## config.mk

```make
export PLATFORM = sky130hd
export DESIGN_NAME = psj_selector
export DESIGN_NICKNAME = d
export VERILOG_FILES = /design/src/hdl/psj_pkg.sv /design/src/hdl/psj_selector.sv
export VERILOG_INCLUDE_DIRS = /design/src /design/src/hdl
export SDC_FILE = /design/constraint.sdc
export NUM_CORES = 1
export LEC_CHECK = 0
export BUFFER_PORTS_ARGS = -buffer_cell sky130_fd_sc_hd__buf_4
export CAP_MARGIN = 20
export CORE_ASPECT_RATIO = 1.4
export CORE_MARGIN = 2
export CORE_UTILIZATION = 34
export CTS_CLUSTER_DIAMETER = 200
export DETAILED_ROUTE_END_ITERATION = 8
export MAX_ROUTING_LAYER = met4
export PLACE_DENSITY = 0.62
export SLEW_MARGIN = 40
export SYNTH_ARGS = -nofsm -noshare
export SYNTH_HDL_FRONTEND = slang
export SYNTH_SLANG_ARGS = --single-unit
```

## constraint.sdc

```tcl
create_clock -name i_clock -period 4.87 [get_ports i_clock]
set_input_delay 0.487 -clock i_clock [delete_from_list [all_inputs] [get_ports i_clock]]
set_output_delay 0.487 -clock i_clock [all_outputs]
set_load 0.02 [all_outputs]
```

## src/hdl/psj_map.svh

```systemverilog
/*
 Constants of the preset speed and jog selector: register offsets, field
 positions, reset values and terminal function codes.
 Assumes AHB-Lite word access; frequencies in 0.1 Hz, times in 0.1 s.
*/
// Notes on behaviour
// - Fifteen programmable preset speeds are held
// - Single high, middle, low picks presets 1-3
// - Presets 1-3 reset 50/30/10 Hz, 0-400 Hz
// - Combinations pick presets 4-15; 9999 unselected
// - Presets 4-15 reset to unselected code
// - Extension alone, preset 8 unset: low preset
// - Default overlap gives lower-speed input priority
// - Low, middle, high use function codes 0,1,2
// - Extension select uses function code 8
// - Jog over presets over current over voltage
// - Presets work only in modes 2, 3 or 4
// - Nonzero remote setting disables preset selection
// - Presets 4-15 have no mutual priority
// - Presets writable anytime despite write selection
// - Extended presets writable only when extension zero
// - Jog runs 5 Hz default, 0.5 s ramp
// - Jog ramp refers to reference frequency
// - Jog select code 5; start inputs run jog
// - Panel jog runs only while start held; mode 4 latch keeps jog running after run key release, until stop
// - S-pattern A: jog ramp refers to base
// - Jog ignores second ramp, keeps second functions
// - Mode 4 jog by panel keys; mode 3 none
`ifndef PSJ_MAP_SVH
`define PSJ_MAP_SVH
`define PSJ_A_CTRL   8'h00
`define PSJ_A_TERM   8'h04
`define PSJ_A_JOGF   8'h08
`define PSJ_A_JOGT   8'h0C
`define PSJ_A_REFF   8'h10
`define PSJ_A_BASEF  8'h14
`define PSJ_A_STAT   8'h18
`define PSJ_A_PRE    2'h1
`define PSJ_C_MODE   2:0
`define PSJ_C_REMOTE 5:4
`define PSJ_C_DISPEXT 8
`define PSJ_C_PWS    13:12
`define PSJ_C_SPAT   16
`define PSJ_CTRL_MASK 32'h0001_3137
`define PSJ_PWS_LOCK 2'h1
`define PSJ_RST_CTRL 32'h0000_0002
`define PSJ_RST_TERM 20'h8_5210
`define PSJ_RST_P1   14'h01F4
`define PSJ_RST_P2   14'h012C
`define PSJ_RST_P3   14'h0064
`define PSJ_NOSEL    14'h270F
`define PSJ_FMAX     14'h0FA0
`define PSJ_RST_JOGF 14'h0032
`define PSJ_RST_JOGT 16'h0005
`define PSJ_TMAX     16'h8CA0
`define PSJ_RST_REFF 14'h01F4
`define PSJ_RST_BASE 14'h01F4
`define PSJ_F_LOW    4'h0
`define PSJ_F_MID    4'h1
`define PSJ_F_HIGH   4'h2
`define PSJ_F_RT     4'h3
`define PSJ_F_JOG    4'h5
`define PSJ_F_EXT    4'h8
`endif

```

## src/hdl/psj_pkg.sv

```systemverilog
/*
 Types of the preset speed and jog selector.
 Assumes the constants header is included by the design file.
*/
package psj_pkg;
	// Command source, Gray coded along the priority order
	typedef enum logic [1:0] {
		SRC_VOLT   = 2'b00,
		SRC_CURR   = 2'b01,
		SRC_PRESET = 2'b11,
		SRC_JOG    = 2'b10
	} psj_src_t;

	// Panel jog latch used in combined mode
	typedef enum logic {
		PJ_IDLE = 1'b0,
		PJ_RUN  = 1'b1
	} psj_pj_t;

	// Decoded terminal functions
	typedef struct packed {
		logic high;
		logic mid;
		logic low;
		logic ext;
		logic jog;
		logic rt;
	} psj_sel_t;
endpackage : psj_pkg

```

## src/hdl/psj_selector.sv

```systemverilog
/*
 Preset speed and jog selector: picks the running frequency command from
 contact terminals, panel keys and analog commands; AHB-Lite register slave.
 Assumes one 100 MHz clock, asynchronous low reset, pins from outside.
*/
// Chosen here: the AHB-Lite interface to the registers and the address map.
`timescale 1ns/1ns
`include "psj_map.svh"
module psj_selector (
	input  wire logic        i_clock,
	input  wire logic        i_arst_n,
	input  wire logic        i_hsel,
	input  wire logic [31:0] i_haddr,
	input  wire logic [1:0]  i_htrans,
	input  wire logic        i_hwrite,
	input  wire logic [2:0]  i_hsize,
	input  wire logic [31:0] i_hwdata,
	input  wire logic        i_hready,
	output logic             o_hreadyout,
	output logic [31:0]      o_hrdata,
	output logic             o_hresp,
	input  wire logic [4:0]  i_terminal,
	input  wire logic        i_forward_start,
	input  wire logic        i_reverse_start,
	input  wire logic        i_panel_run,
	input  wire logic        i_panel_stop,
	input  wire logic        i_panel_jog,
	input  wire logic [13:0] i_current_cmd,
	input  wire logic        i_current_valid,
	input  wire logic [13:0] i_voltage_cmd,
	output logic [13:0]      o_freq_cmd,
	output logic [1:0]       o_source,
	output logic             o_run,
	output logic             o_reverse,
	output logic             o_jog_active,
	output logic [15:0]      o_ramp_time,
	output logic [13:0]      o_ramp_ref,
	output logic             o_second_ramp,
	output logic             o_second_func
);
	// True when terminal k is on and routed to function f
	function automatic logic func_on(input logic [19:0] t,
		input logic [4:0] p, input logic [3:0] f);
		logic r;
		r = 1'b0;
		for (int k = 0; k < 5; k++) begin
			r = r | (p[k] & (t[4*k +: 4] == f));
		end
		return r;
	endfunction : func_on

	// Preset number for a {ext,high,mid,low} code, one per code
	function automatic logic [3:0] preset_slot(input logic [3:0] c);
		case (c)
			4'h1:    return 4'h3;
			4'h2:    return 4'h2;
			4'h4:    return 4'h1;
			4'h3:    return 4'h4;
			default: return (c == 4'h0) ? 4'h1 : c; // Idle stays in range
		endcase
	endfunction : preset_slot

	// Preset used when the combination holds the unselected code
	function automatic logic [3:0] fallback(input logic [3:0] c);
		if (c[0]) begin
			return 4'h3;
		end else if (c[1]) begin
			return 4'h2;
		end else if (c[2]) begin
			return 4'h1;
		end
		return 4'h3;
	endfunction : fallback

	// Pin synchronisers: three stages, a change counts once 2 and 3 agree
	logic [9:0] raw, s1, s2, s3, pin, next_pin;
	assign raw = {i_terminal, i_forward_start, i_reverse_start,
		i_panel_run, i_panel_stop, i_panel_jog};
	assign next_pin = (s2 & ~(s2 ^ s3)) | (pin & (s2 ^ s3));
	always_ff @(posedge i_clock or negedge i_arst_n) begin
		if (!i_arst_n) begin
			s1  <= 10'h000;
			s2  <= 10'h000;
			s3  <= 10'h000;
			pin <= 10'h000;
		end else begin
			s1  <= raw;
			s2  <= s1;
			s3  <= s2;
			pin <= next_pin;
		end
	end

	wire logic [4:0] term_on = pin[9:5];
	wire logic       fwd     = pin[4];
	wire logic       rev     = pin[3];
	wire logic       prun    = pin[2];
	wire logic       pstop   = pin[1];
	wire logic       pjog    = pin[0];

	// Registers
	logic [31:0] ctrl;
	logic [19:0] term;
	logic [13:0] jogf, reff, basef;
	logic [15:0] jogt;
	logic [13:0] preset [15];

	wire logic [2:0] mode    = ctrl[`PSJ_C_MODE];
	wire logic [1:0] remote  = ctrl[`PSJ_C_REMOTE];
	wire logic       dispext = ctrl[`PSJ_C_DISPEXT];
	wire logic       locked  = ctrl[`PSJ_C_PWS] == `PSJ_PWS_LOCK;
	wire logic       spat    = ctrl[`PSJ_C_SPAT];

	// AHB-Lite: writes have no wait state, reads take one
	logic       dp_wr, rd_pend;
	logic [7:0] dp_addr;
	wire logic  accept = i_hsel & i_htrans[1] & i_hready
		& (i_hsize == 3'h2);
	always_ff @(posedge i_clock or negedge i_arst_n) begin
		if (!i_arst_n) begin
			dp_wr       <= 1'b0;
			rd_pend     <= 1'b0;
			dp_addr     <= 8'h00;
			o_hreadyout <= 1'b1;
			o_hresp     <= 1'b0;
		end else begin
			dp_wr       <= accept & i_hwrite;
			rd_pend     <= accept & ~i_hwrite;
			dp_addr     <= accept ? i_haddr[7:0] : dp_addr;
			o_hreadyout <= ~(accept & ~i_hwrite);
			o_hresp     <= 1'b0;
		end
	end

	// Write decode; a read is delayed so it sees the write just before
	wire logic [13:0] wv     = i_hwdata[13:0];
	wire logic        w_top0 = i_hwdata[31:14] == 18'h0_0000;
	wire logic [3:0]  pidx   = dp_addr[5:2];
	wire logic        w_pre  = dp_wr & (dp_addr[7:6] == `PSJ_A_PRE)
		& (pidx != 4'hF);
	wire logic        w_ext  = pidx >= 4'h3;
	wire logic        w_val  = w_top0 & ((wv <= `PSJ_FMAX)
		| (w_ext & (wv == `PSJ_NOSEL)));
	wire logic        w_pok  = w_pre & w_val
		& (~w_ext | ~dispext);
	wire logic        w_par  = dp_wr & ~locked;
	wire logic        w_fok  = w_top0 & (wv <= `PSJ_FMAX);

	always_ff @(posedge i_clock or negedge i_arst_n) begin
		if (!i_arst_n) begin
			ctrl  <= `PSJ_RST_CTRL;
			term  <= `PSJ_RST_TERM;
			jogf  <= `PSJ_RST_JOGF;
			jogt  <= `PSJ_RST_JOGT;
			reff  <= `PSJ_RST_REFF;
			basef <= `PSJ_RST_BASE;
		end else begin
			if (dp_wr && dp_addr == `PSJ_A_CTRL) begin
				ctrl <= i_hwdata & `PSJ_CTRL_MASK;
			end
			if (w_par && dp_addr == `PSJ_A_TERM) begin
				term <= i_hwdata[19:0];
			end
			if (w_par && w_fok && dp_addr == `PSJ_A_JOGF) begin
				jogf <= wv;
			end
			if (w_par && dp_addr == `PSJ_A_JOGT
				&& i_hwdata[31:16] == 16'h0000
				&& i_hwdata[15:0] <= `PSJ_TMAX) begin
				jogt <= i_hwdata[15:0];
			end
			if (w_par && w_fok && dp_addr == `PSJ_A_REFF) begin
				reff <= wv;
			end
			if (w_par && w_fok && dp_addr == `PSJ_A_BASEF) begin
				basef <= wv;
			end
		end
	end

	// Preset store
	always_ff @(posedge i_clock or negedge i_arst_n) begin
		if (!i_arst_n) begin
			preset[0] <= `PSJ_RST_P1;
			preset[1] <= `PSJ_RST_P2;
			preset[2] <= `PSJ_RST_P3;
			for (int k = 3; k < 15; k++) begin
				preset[k] <= `PSJ_NOSEL;
			end
		end else if (w_pok) begin
			preset[pidx] <= wv;
		end
	end

	// Terminal function decode
	psj_pkg::psj_sel_t sel;
	assign sel.high = func_on(term, term_on, `PSJ_F_HIGH);
	assign sel.mid  = func_on(term, term_on, `PSJ_F_MID);
	assign sel.low  = func_on(term, term_on, `PSJ_F_LOW);
	assign sel.ext  = func_on(term, term_on, `PSJ_F_EXT);
	assign sel.jog  = func_on(term, term_on, `PSJ_F_JOG);
	assign sel.rt   = func_on(term, term_on, `PSJ_F_RT);

	// Preset selection; each code has exactly one preset
	wire logic [3:0]  code   = {sel.ext, sel.high, sel.mid, sel.low};
	wire logic        ms_md  = mode == 3'h2 || mode == 3'h3
		|| mode == 3'h4;
	wire logic        ms_ok  = ms_md && remote == 2'h0
		&& code != 4'h0;
	wire logic [3:0]  slot   = preset_slot(code) - 4'h1;
	wire logic [3:0]  fslot  = fallback(code) - 4'h1;
	wire logic [13:0] pv     = preset[slot];
	wire logic [13:0] chosen = (pv == `PSJ_NOSEL)
		? preset[fslot] : pv;

	// Jog sources: terminal jog, mode 4 panel keys, panel jog mode
	psj_pkg::psj_pj_t pj, next_pj;
	logic             prun_d;
	wire logic        prun_rise = prun & ~prun_d;
	wire logic        fwdrev    = fwd | rev;
	wire logic        ext_jog   = sel.jog & fwdrev
		& (mode == 3'h0 || mode == 3'h2);
	wire logic        pu_jog    = pjog & prun
		& (mode == 3'h0 || mode == 3'h1);
	wire logic        jog_now   = ext_jog | pu_jog
		| (pj == psj_pkg::PJ_RUN);

	// Mode 4: run key starts jog, stop key or mode change ends it
	always_comb begin
		case (pj)
			psj_pkg::PJ_IDLE: next_pj = (sel.jog && mode == 3'h4
				&& prun_rise) ? psj_pkg::PJ_RUN
				: psj_pkg::PJ_IDLE;
			psj_pkg::PJ_RUN: next_pj = (pstop || !sel.jog
				|| mode != 3'h4) ? psj_pkg::PJ_IDLE
				: psj_pkg::PJ_RUN;
			default: next_pj = psj_pkg::PJ_IDLE;
		endcase
	end

	always_ff @(posedge i_clock or negedge i_arst_n) begin
		if (!i_arst_n) begin
			pj     <= psj_pkg::PJ_IDLE;
			prun_d <= 1'b0;
		end else begin
			pj     <= next_pj;
			prun_d <= prun;
		end
	end

	// Command arbitration by priority
	psj_pkg::psj_src_t next_src;
	logic [13:0]       next_freq;
	always_comb begin
		if (jog_now) begin
			next_src  = psj_pkg::SRC_JOG;
			next_freq = jogf;
		end else if (ms_ok) begin
			next_src  = psj_pkg::SRC_PRESET;
			next_freq = chosen;
		end else if (i_current_valid) begin
			next_src  = psj_pkg::SRC_CURR;
			next_freq = i_current_cmd;
		end else begin
			next_src  = psj_pkg::SRC_VOLT;
			next_freq = i_voltage_cmd;
		end
	end

	// Registered outputs; ramp reference follows the S-pattern choice
	always_ff @(posedge i_clock or negedge i_arst_n) begin
		if (!i_arst_n) begin
			o_freq_cmd    <= 14'h0000;
			o_source      <= 2'h0;
			o_run         <= 1'b0;
			o_reverse     <= 1'b0;
			o_jog_active  <= 1'b0;
			o_ramp_time   <= 16'h0000;
			o_ramp_ref    <= 14'h0000;
			o_second_ramp <= 1'b0;
			o_second_func <= 1'b0;
		end else begin
			o_freq_cmd    <= next_freq;
			o_source      <= next_src;
			o_run         <= jog_now | (fwdrev & ~sel.jog);
			o_reverse     <= rev & ~fwd & ~pu_jog
				& (pj == psj_pkg::PJ_IDLE);
			o_jog_active  <= jog_now;
			o_ramp_time   <= jogt;
			o_ramp_ref    <= spat ? basef : reff;
			o_second_ramp <= sel.rt & ~jog_now;
			o_second_func <= sel.rt;
		end
	end

	// Read data, taken in the wait cycle of a read
	logic [31:0] rmux;
	wire  logic [31:0] stat = {4'h0, code, 3'h0, o_jog_active,
		2'h0, o_source, 2'h0, o_freq_cmd};
	always_comb begin
		rmux = 32'h0000_0000;
		if (dp_addr[7:6] == `PSJ_A_PRE && dp_addr[5:2] != 4'hF) begin
			rmux = {18'h0_0000, preset[dp_addr[5:2]]};
		end else begin
			case (dp_addr)
				`PSJ_A_CTRL:  rmux = ctrl;
				`PSJ_A_TERM:  rmux = {12'h000, term};
				`PSJ_A_JOGF:  rmux = {18'h0_0000, jogf};
				`PSJ_A_JOGT:  rmux = {16'h0000, jogt};
				`PSJ_A_REFF:  rmux = {18'h0_0000, reff};
				`PSJ_A_BASEF: rmux = {18'h0_0000, basef};
				`PSJ_A_STAT:  rmux = stat;
				default:      rmux = 32'h0000_0000;
			endcase
		end
	end

	always_ff @(posedge i_clock or negedge i_arst_n) begin
		if (!i_arst_n) begin
			o_hrdata <= 32'h0000_0000;
		end else if (rd_pend) begin
			o_hrdata <= rmux;
		end
	end
endmodule : psj_selector

```

# After elaboration in Yosys (flattened, before gate mapping)
# Index checks and enable logic that the tools add are counted.
# Widths: inputs -> output; s select.
# totals
regBits	433
latchBits	0
mem_bits_rw	0
mem_bits_ro	0
inputBits	113
out_inout_bits	85
wordCells	266
memories	0
# classes
add_sub_neg	2
n_mul	0
n_div	0
order_cmp	7
eq_ne	46
shifts	0
muxes	34
bitwise	102
reduce_logical	34
# ops
operator	count
$bwmux 210	1
$pmux 28 s7	1
$bmux 14 s4	3
$mux 14	12
$demux 14 s4	1
$and 1x1->1	53
$eq 4x2->1 const B	12
$or 1x1->1	30
$eq 14x14->1 const B	2
$mux 28	1
$eq 4x1->1 const B	6
$eq 4x3->1 const B	6
$eq 8x5->1 const B	3
$logic_not 4->1	6
$and 10x10->10	2
$eq 4x4->1 const B	5
$mux 4	5
$logic_not 18->1	1
$eq 8x4->1 const B	2
$le 16x16->1 const B	1
$logic_not 16->1	1
$pmux 4 s4	1
$ge 5x5->1 const B	3
$logic_and 1x1->1	15
25 further kinds	52

# Depth between registers and ports, before layout
# depth
word_depth	18
depth_mapped	22
depth_no_buf	16

# Worst setup path before layout
# No wires, ideal clock.
# synth_path
kind	register to register
from	register term[19]
to	register o_freq_cmd[10]
setup_time_ps	124
arrival_ps	4491
required_time_ps	4746
setup_slack_ps	256
path_stages_with_launch	21
path_buffers	5
period_less_slack_ps	4614
cell_sequence	dfstp_2 -> nor3b_1 -> o2bb2ai_1 -> or3_1 -> buf_6 -> o31ai_4 -> nand2_4 -> inv_4 -> buf_6 -> buf_4 -> ha_1 -> a311oi_1 -> a211o_1 -> or2_1 -> buf_6 -> a221o_1 -> and3_1 -> a211oi_2 -> nand4_2 -> buf_6 -> o31a_1
# synth_between
elab_chain_cells	15
elab_cells_between_ends	48
cone_classes	add/sub (2); eq/ne (9); mux (17); bitwise (16); reduce/logical (4)
# synth_rtl
element	line	source
start, declared	psj_selector.sv:103	logic [19:0] term;
start signal, assigned	psj_selector.sv:152	term <= `PSJ_RST_TERM;
start signal, assigned	psj_selector.sv:162	term <= i_hwdata[19:0];
$eq 4x1->1 (tied with other cells)	psj_selector.sv:47	r = r | (p[k] & (t[4*k +: 4] == f));
$and 1x1->1	psj_selector.sv:47	
$or 1x1->1	psj_selector.sv:47	
$logic_not 4->1 or $mux 1 (tied branches)	psj_selector.sv:59, psj_selector.sv:69	
$mux 4 or $mux 1 (tied branches)	psj_selector.sv:59, psj_selector.sv:67	
$pmux 4 s4 or $mux 1 (tied branches)	psj_selector.sv:54, psj_selector.sv:65	
$sub 4x1->4 or $mux 4 (tied branches)	psj_selector.sv:210, psj_selector.sv:72	
$not 4->5 (implied by the code) or $sub 4x1->4 (tied branches)	psj_selector.sv:212, psj_selector.sv:211	
$bmux 14 s4 or $not 4->5 (tied branches)	psj_selector.sv:212, psj_selector.sv:214	
$mux 14 (implied by the code) or $bmux 14 s4 (tied branches)	psj_selector.sv:212, psj_selector.sv:214	
$mux 14 (on tied branches)	psj_selector.sv:212, psj_selector.sv:214	
$eq 14x14->1 (no source line) or $mux 14 (tied branches)	n/a	
$mux 14	psj_selector.sv:213	wire logic [13:0] chosen = (pv == `PSJ_NOSEL)
$mux 14	psj_selector.sv:258	end else if (ms_ok) begin
$mux 14 (*)	psj_selector.sv:255	if (jog_now) begin
net next_freq[10]	psj_selector.sv:253	logic [13:0] next_freq;
end signal, assigned	psj_selector.sv:283	o_freq_cmd <= next_freq;
end, declared	psj_selector.sv:31	output logic [13:0] o_freq_cmd,
# Mark *: on every way through the listed nets, which the timed path passes. The rest lies on a longest branch. The select of a mux whose other input is x is not followed.
# A chain may end at the register's enable or synchronous reset.

# Worst setup path after layout
# layout_path
from	register term[3]
to	register o_freq_cmd[0]
# layout_between
elab_chain_cells	18
elab_cells_between_ends	63
cone_classes	add/sub (2); eq/ne (9); mux (17); bitwise (31); reduce/logical (4)
# layout_rtl
element	line
$eq 4x1->1 (tied with other cells)	psj_selector.sv:47
$and 1x1->1	psj_selector.sv:47
$or 1x1->1 (4 in a row)	psj_selector.sv:47
$logic_not 4->1 or $mux 1 (tied branches)	psj_selector.sv:59, psj_selector.sv:69
$mux 4 or $mux 1 (tied branches)	psj_selector.sv:59, psj_selector.sv:67
$pmux 4 s4 or $mux 1 (tied branches)	psj_selector.sv:54, psj_selector.sv:65
$sub 4x1->4 or $mux 4 (tied branches)	psj_selector.sv:210, psj_selector.sv:72
$not 4->5 (implied by the code) or $sub 4x1->4 (tied branches)	psj_selector.sv:212, psj_selector.sv:211
$bmux 14 s4 or $not 4->5 (tied branches)	psj_selector.sv:212, psj_selector.sv:214
$mux 14 (implied by the code) or $bmux 14 s4 (tied branches)	psj_selector.sv:212, psj_selector.sv:214
$mux 14 (on tied branches)	psj_selector.sv:212, psj_selector.sv:214
$eq 14x14->1 (no source line) or $mux 14 (tied branches)	n/a
$mux 14	psj_selector.sv:213
$mux 14	psj_selector.sv:258
$mux 14 (*)	psj_selector.sv:255
net next_freq[0]	psj_selector.sv:253
# Marked as above.

==> metrics.csv <==
stage;metric;value;unit
outcome;status;complete, no violations;
critical_path;reg2reg start;term[3]$_DFFE_PN0P_;
clock_network;H-tree depth;2;
clock_network;postcts setup bufs;0;
route;DRT iter0 DRCs;1524;
critical_path;crit-path max cell delay;0.59;ns
timing;Least-Margin Pin Slew;0.829;ns
synthesis;post-synthesis async set-or-reset flop share;100;%
floorplan;Initial Util;34.4;%
power_and_ir_drop;Sw Share;29.2;%
power_and_ir_drop;NetSw;2.46;mW
clock_network;CTS tree;done;
timing;Worst Skew;0.0393;ns
critical_path;critical path, cell by cell;or4bb_1, o22ai_2, or3_1, o31ai_4, nand2_4, inv_4, ha_1, o31ai_1, a31oi_1, a211o_1, nor2_1, buf_4, o211ai_1, o221ai_1, and4b_1, nand4_2, buf_12, o31a_1;
critical_path;CP required;5.32;ns
synthesis;ys flop type;dfrtp_1;
synthesis;number of synthesized flops with an enable pin;0;
power_and_ir_drop;Int Pwr;5.95;mW
synthesis;Ys Warns;0;
synthesis;area share of the largest cell type after synthesis;33.7;%
route;Post-DRT Antenna Nets;0;
timing;endpoints failing setup;0;
timing;Final Hold Vio Count;0;
global_routing;vias in the first global route;16785;
clock_network;# clock sinks;426;
layout;fraction of layout cells with a size suffix above 1;44.9;%
power_and_ir_drop;Leak;11.2;nW
floorplan;chip height;303;microns
layout;filler cell count;6011;
hold_path;Hold Path Origin;i_forward_start;
critical_path;CP arrival;5.14;ns
route;routed vias/inst;5.89;
power_and_ir_drop;sequential fraction of design power;44.0;%
clock_network;worst skew pair latency;0.56;ns
timing;period utilization;96.3;%
layout;multi-input logic area;0.0102;sq mm
synthesis;Post-Synthesis Cells;1759;
timing;post-route setup TNS;0;ns
floorplan;FP Rows;109;
critical_path;nature of the critical path endpoint;flop;
timing;Max-slew headroom;44.7;%
place;gp weighted congestion;0.936;
floorplan;core area;0.0633;sq mm
global_routing;Global Route Usage Sum;23.5;%
clock_network;total CTS buffers;42;
synthesis;synth top area cells;dfrtp_1 34%, dfstp_2 16%, mux2_2 16%;
synthesis;Synth Cell Area;0.0218;sq mm
critical_path;CP Launch Type;flop;
global_routing;initial antenna violation count;0;
critical_path;crit path max-delay cell type;or4bb_1;
route;routed vias;16456;
layout;n_diodes;0;
job;Max-Cap Viols;0;
timing;Tmin final;4.69;ns
synthesis;Distinct cells, synth;88;
clock_network;CTS clk-pin slew, worst paths;0.07;ns
route;Avg WL per Cell;27.0;microns
timing;Slew Limit Fails;0;
critical_path;CP Max Fanout;13;
place;IO Port Bufs;164;
power_and_ir_drop;logic gate share of total power;17.2;%
power_and_ir_drop;overall power;8.41;mW
layout;area grow syn2layout;18.0;%
route;First-pass DRT Iterations;6;
global_routing;GRT overflow;0;
route;WL final;75.5;mm
layout;register area;0.0108;sq mm
global_routing;largest net degree at the start of global routing;142;
clock_network;maximum root-to-sink buffer count;3;
hold_path;worst hold-check path type;input port to flop;
synthesis;Yosys reg bits;426;
synthesis;Mean Syn Cell Area;12.4;sq um
synthesis;register area share after synthesis;49.8;%
layout;most frequent cells in the layout;300 x mux2_2, 290 x dfrtp_1, 254 x buf_4;
timing;RSZ-0062 raised after global routing;false;
layout;Final #Nets;2043;
critical_path;Critical Path Source;term[3]$_DFFE_PN0P_;
global_routing;first-pass GRT wire length;112;mm
power_and_ir_drop;pwr dens;328;mW/mm^2
clock_network;root buf cell;clkbuf_16;
synthesis;area leader, netlist;dfrtp_1;
floorplan;Die Wd;218;microns
timing;fmax;213;MHz
layout;most common library cell in the layout ignoring fill and taps;mux2_2;
power_and_ir_drop;Clk pwr share;38.8;%
floorplan;Ports;198;
critical_path;CP Class;flop to flop;
floorplan;die area;0.0660;sq mm
place;Detailed Place HPWL;53.8;mm
power_and_ir_drop;worst vdd ir;295;uV
route;detailed-route DRC error count;0;
[per-stage QoR]
step | utilization (%) | worst slack, ns | hold slack [ns] | instance area [sq um] | std cells
6_report | 40.6 | 0.181 | 0.0363 | 25700 | 2792
3_5_place_dp | 38.4 | 0.276 | 0.339 | 24300 | 2714
3_3_place_gp | 38.4 | 0.304 | 0.333 | 24300 | 2714
5_1_grt | 40.6 | 0.0140 | 0.0246 | 25700 | 2792
2_1_floorplan | - | 0.256 | 0.191 | 21800 | 1766
4_1_cts | 40.5 | 0.263 | 0.0219 | 25600 | 2791
[critical path: cells and delay by family (launching register included)]
family          cells  cell delay, ns
compound gates      8            1.52
fa+ha+maj           1            0.23
buf+inv             3            0.53
flops               1            0.48
simple gates        6            1.81
[synthesized netlist by cell type (all sizes together), types with 5 or more instances]
cell type / number
maj3: 10
buf: 36
and2: 26
a31oi: 12
a21oi: 56
a31o: 5
nor2b: 19
a21o: 9
o221ai: 5
o31ai: 16
nand2b: 8
o211ai: 8
a222oi: 6
nor2: 62
mux2: 300
a22oi: 46
mux2i: 38
nand4: 23
o21a: 6
clkbuf: 111
dfrtp: 293
o22ai: 29
nor3b: 7
a211oi: 14
o31a: 5
nand3: 65
dfstp: 133
nor4: 7
or3: 8
inv: 30
mux4: 89
a221oi: 7
nor3: 19
nand4b: 8
o21ai: 56
and3: 9
nand2: 110
[sequential cells by signal (all words and copies together), names as in the netlist, 10 cells and up, named ones only]
register and cells:
basef 14, jogf 14, jogt 16, o_freq_cmd 14, o_hrdata 25, o_ramp_ref 14, o_ramp_time 16, preset 210
reff 14, s1 10, s2 10, s3 10, term 20
[final timing paths]
kind	to	cells past startpoint	slack, ns
worst max-delay path	o_freq_cmd[0]$_DFF_PN0_	18	0.18
worst min-delay path	s1[4]$_DFF_PN0_	1	0.04
worst max register to register	o_freq_cmd[0]$_DFF_PN0_	18	0.18
worst min register to register	s2[0]$_DFF_PN0_	0	0.35
max in group asynchronous	reff[7]$_DFFE_PN1P_	4	3.22
min in group asynchronous	s1[2]$_DFF_PN0_	2	0.46
[power groups by stage]
stage          registers (mW)  logic, mW  clock network [mW]
3_5_place_dp             3.76       1.43                   0
5_1_grt                  3.70       1.52                3.46
2_1_floorplan            3.77      0.740                   0
6_report                 3.70       1.45                3.26
3_3_place_gp             3.76       1.43                   0
4_1_cts                  3.70       1.44                3.32
[per-layer routing]
metal  track usage (%)  wire length [microns]
met4              14.4                   5230
met2              39.4                  37900
met3              2.99                   4330
met1              26.8                  28100
met5                 -                      0
[final cells by class]
type                            count  share of cell area, %
Clock buffer                       51                   4.38
Clock inverter                     25                  0.902
Sequential cell                   426                   42.2
Tap cell                          832                   4.05
Inverter                           31                  0.463
Timing Repair Buffer              265                   8.26
Multi-Input combinational cell   1162                   39.7
[cell families after synthesis]
logic type / Yosys count / synth area share, %
adders and majority gates: 12 / 0.575
xor gates and xnor gates: 1 / 0.0403
buffers and inverters: 178 / 3.60
muxes: 427 / 26.5
and+or+nand+nor: 389 / 9.17
other: 1 / 0.0172
AOI/OAI and AO/OA: 325 / 10.3
DFF: 426 / 49.8
[timing repair]
| item | 4_1_cts | 5_1_grt |
|---|---|---|
| endpoints found under the hold margin | 45 | 0 |
| hold buffers | 1 | 0 |
| gates resized for setup | 0 | 1 |
| endpoints found under the setup margin | 0 | 7 |
(Power assumes the default switching activity.)
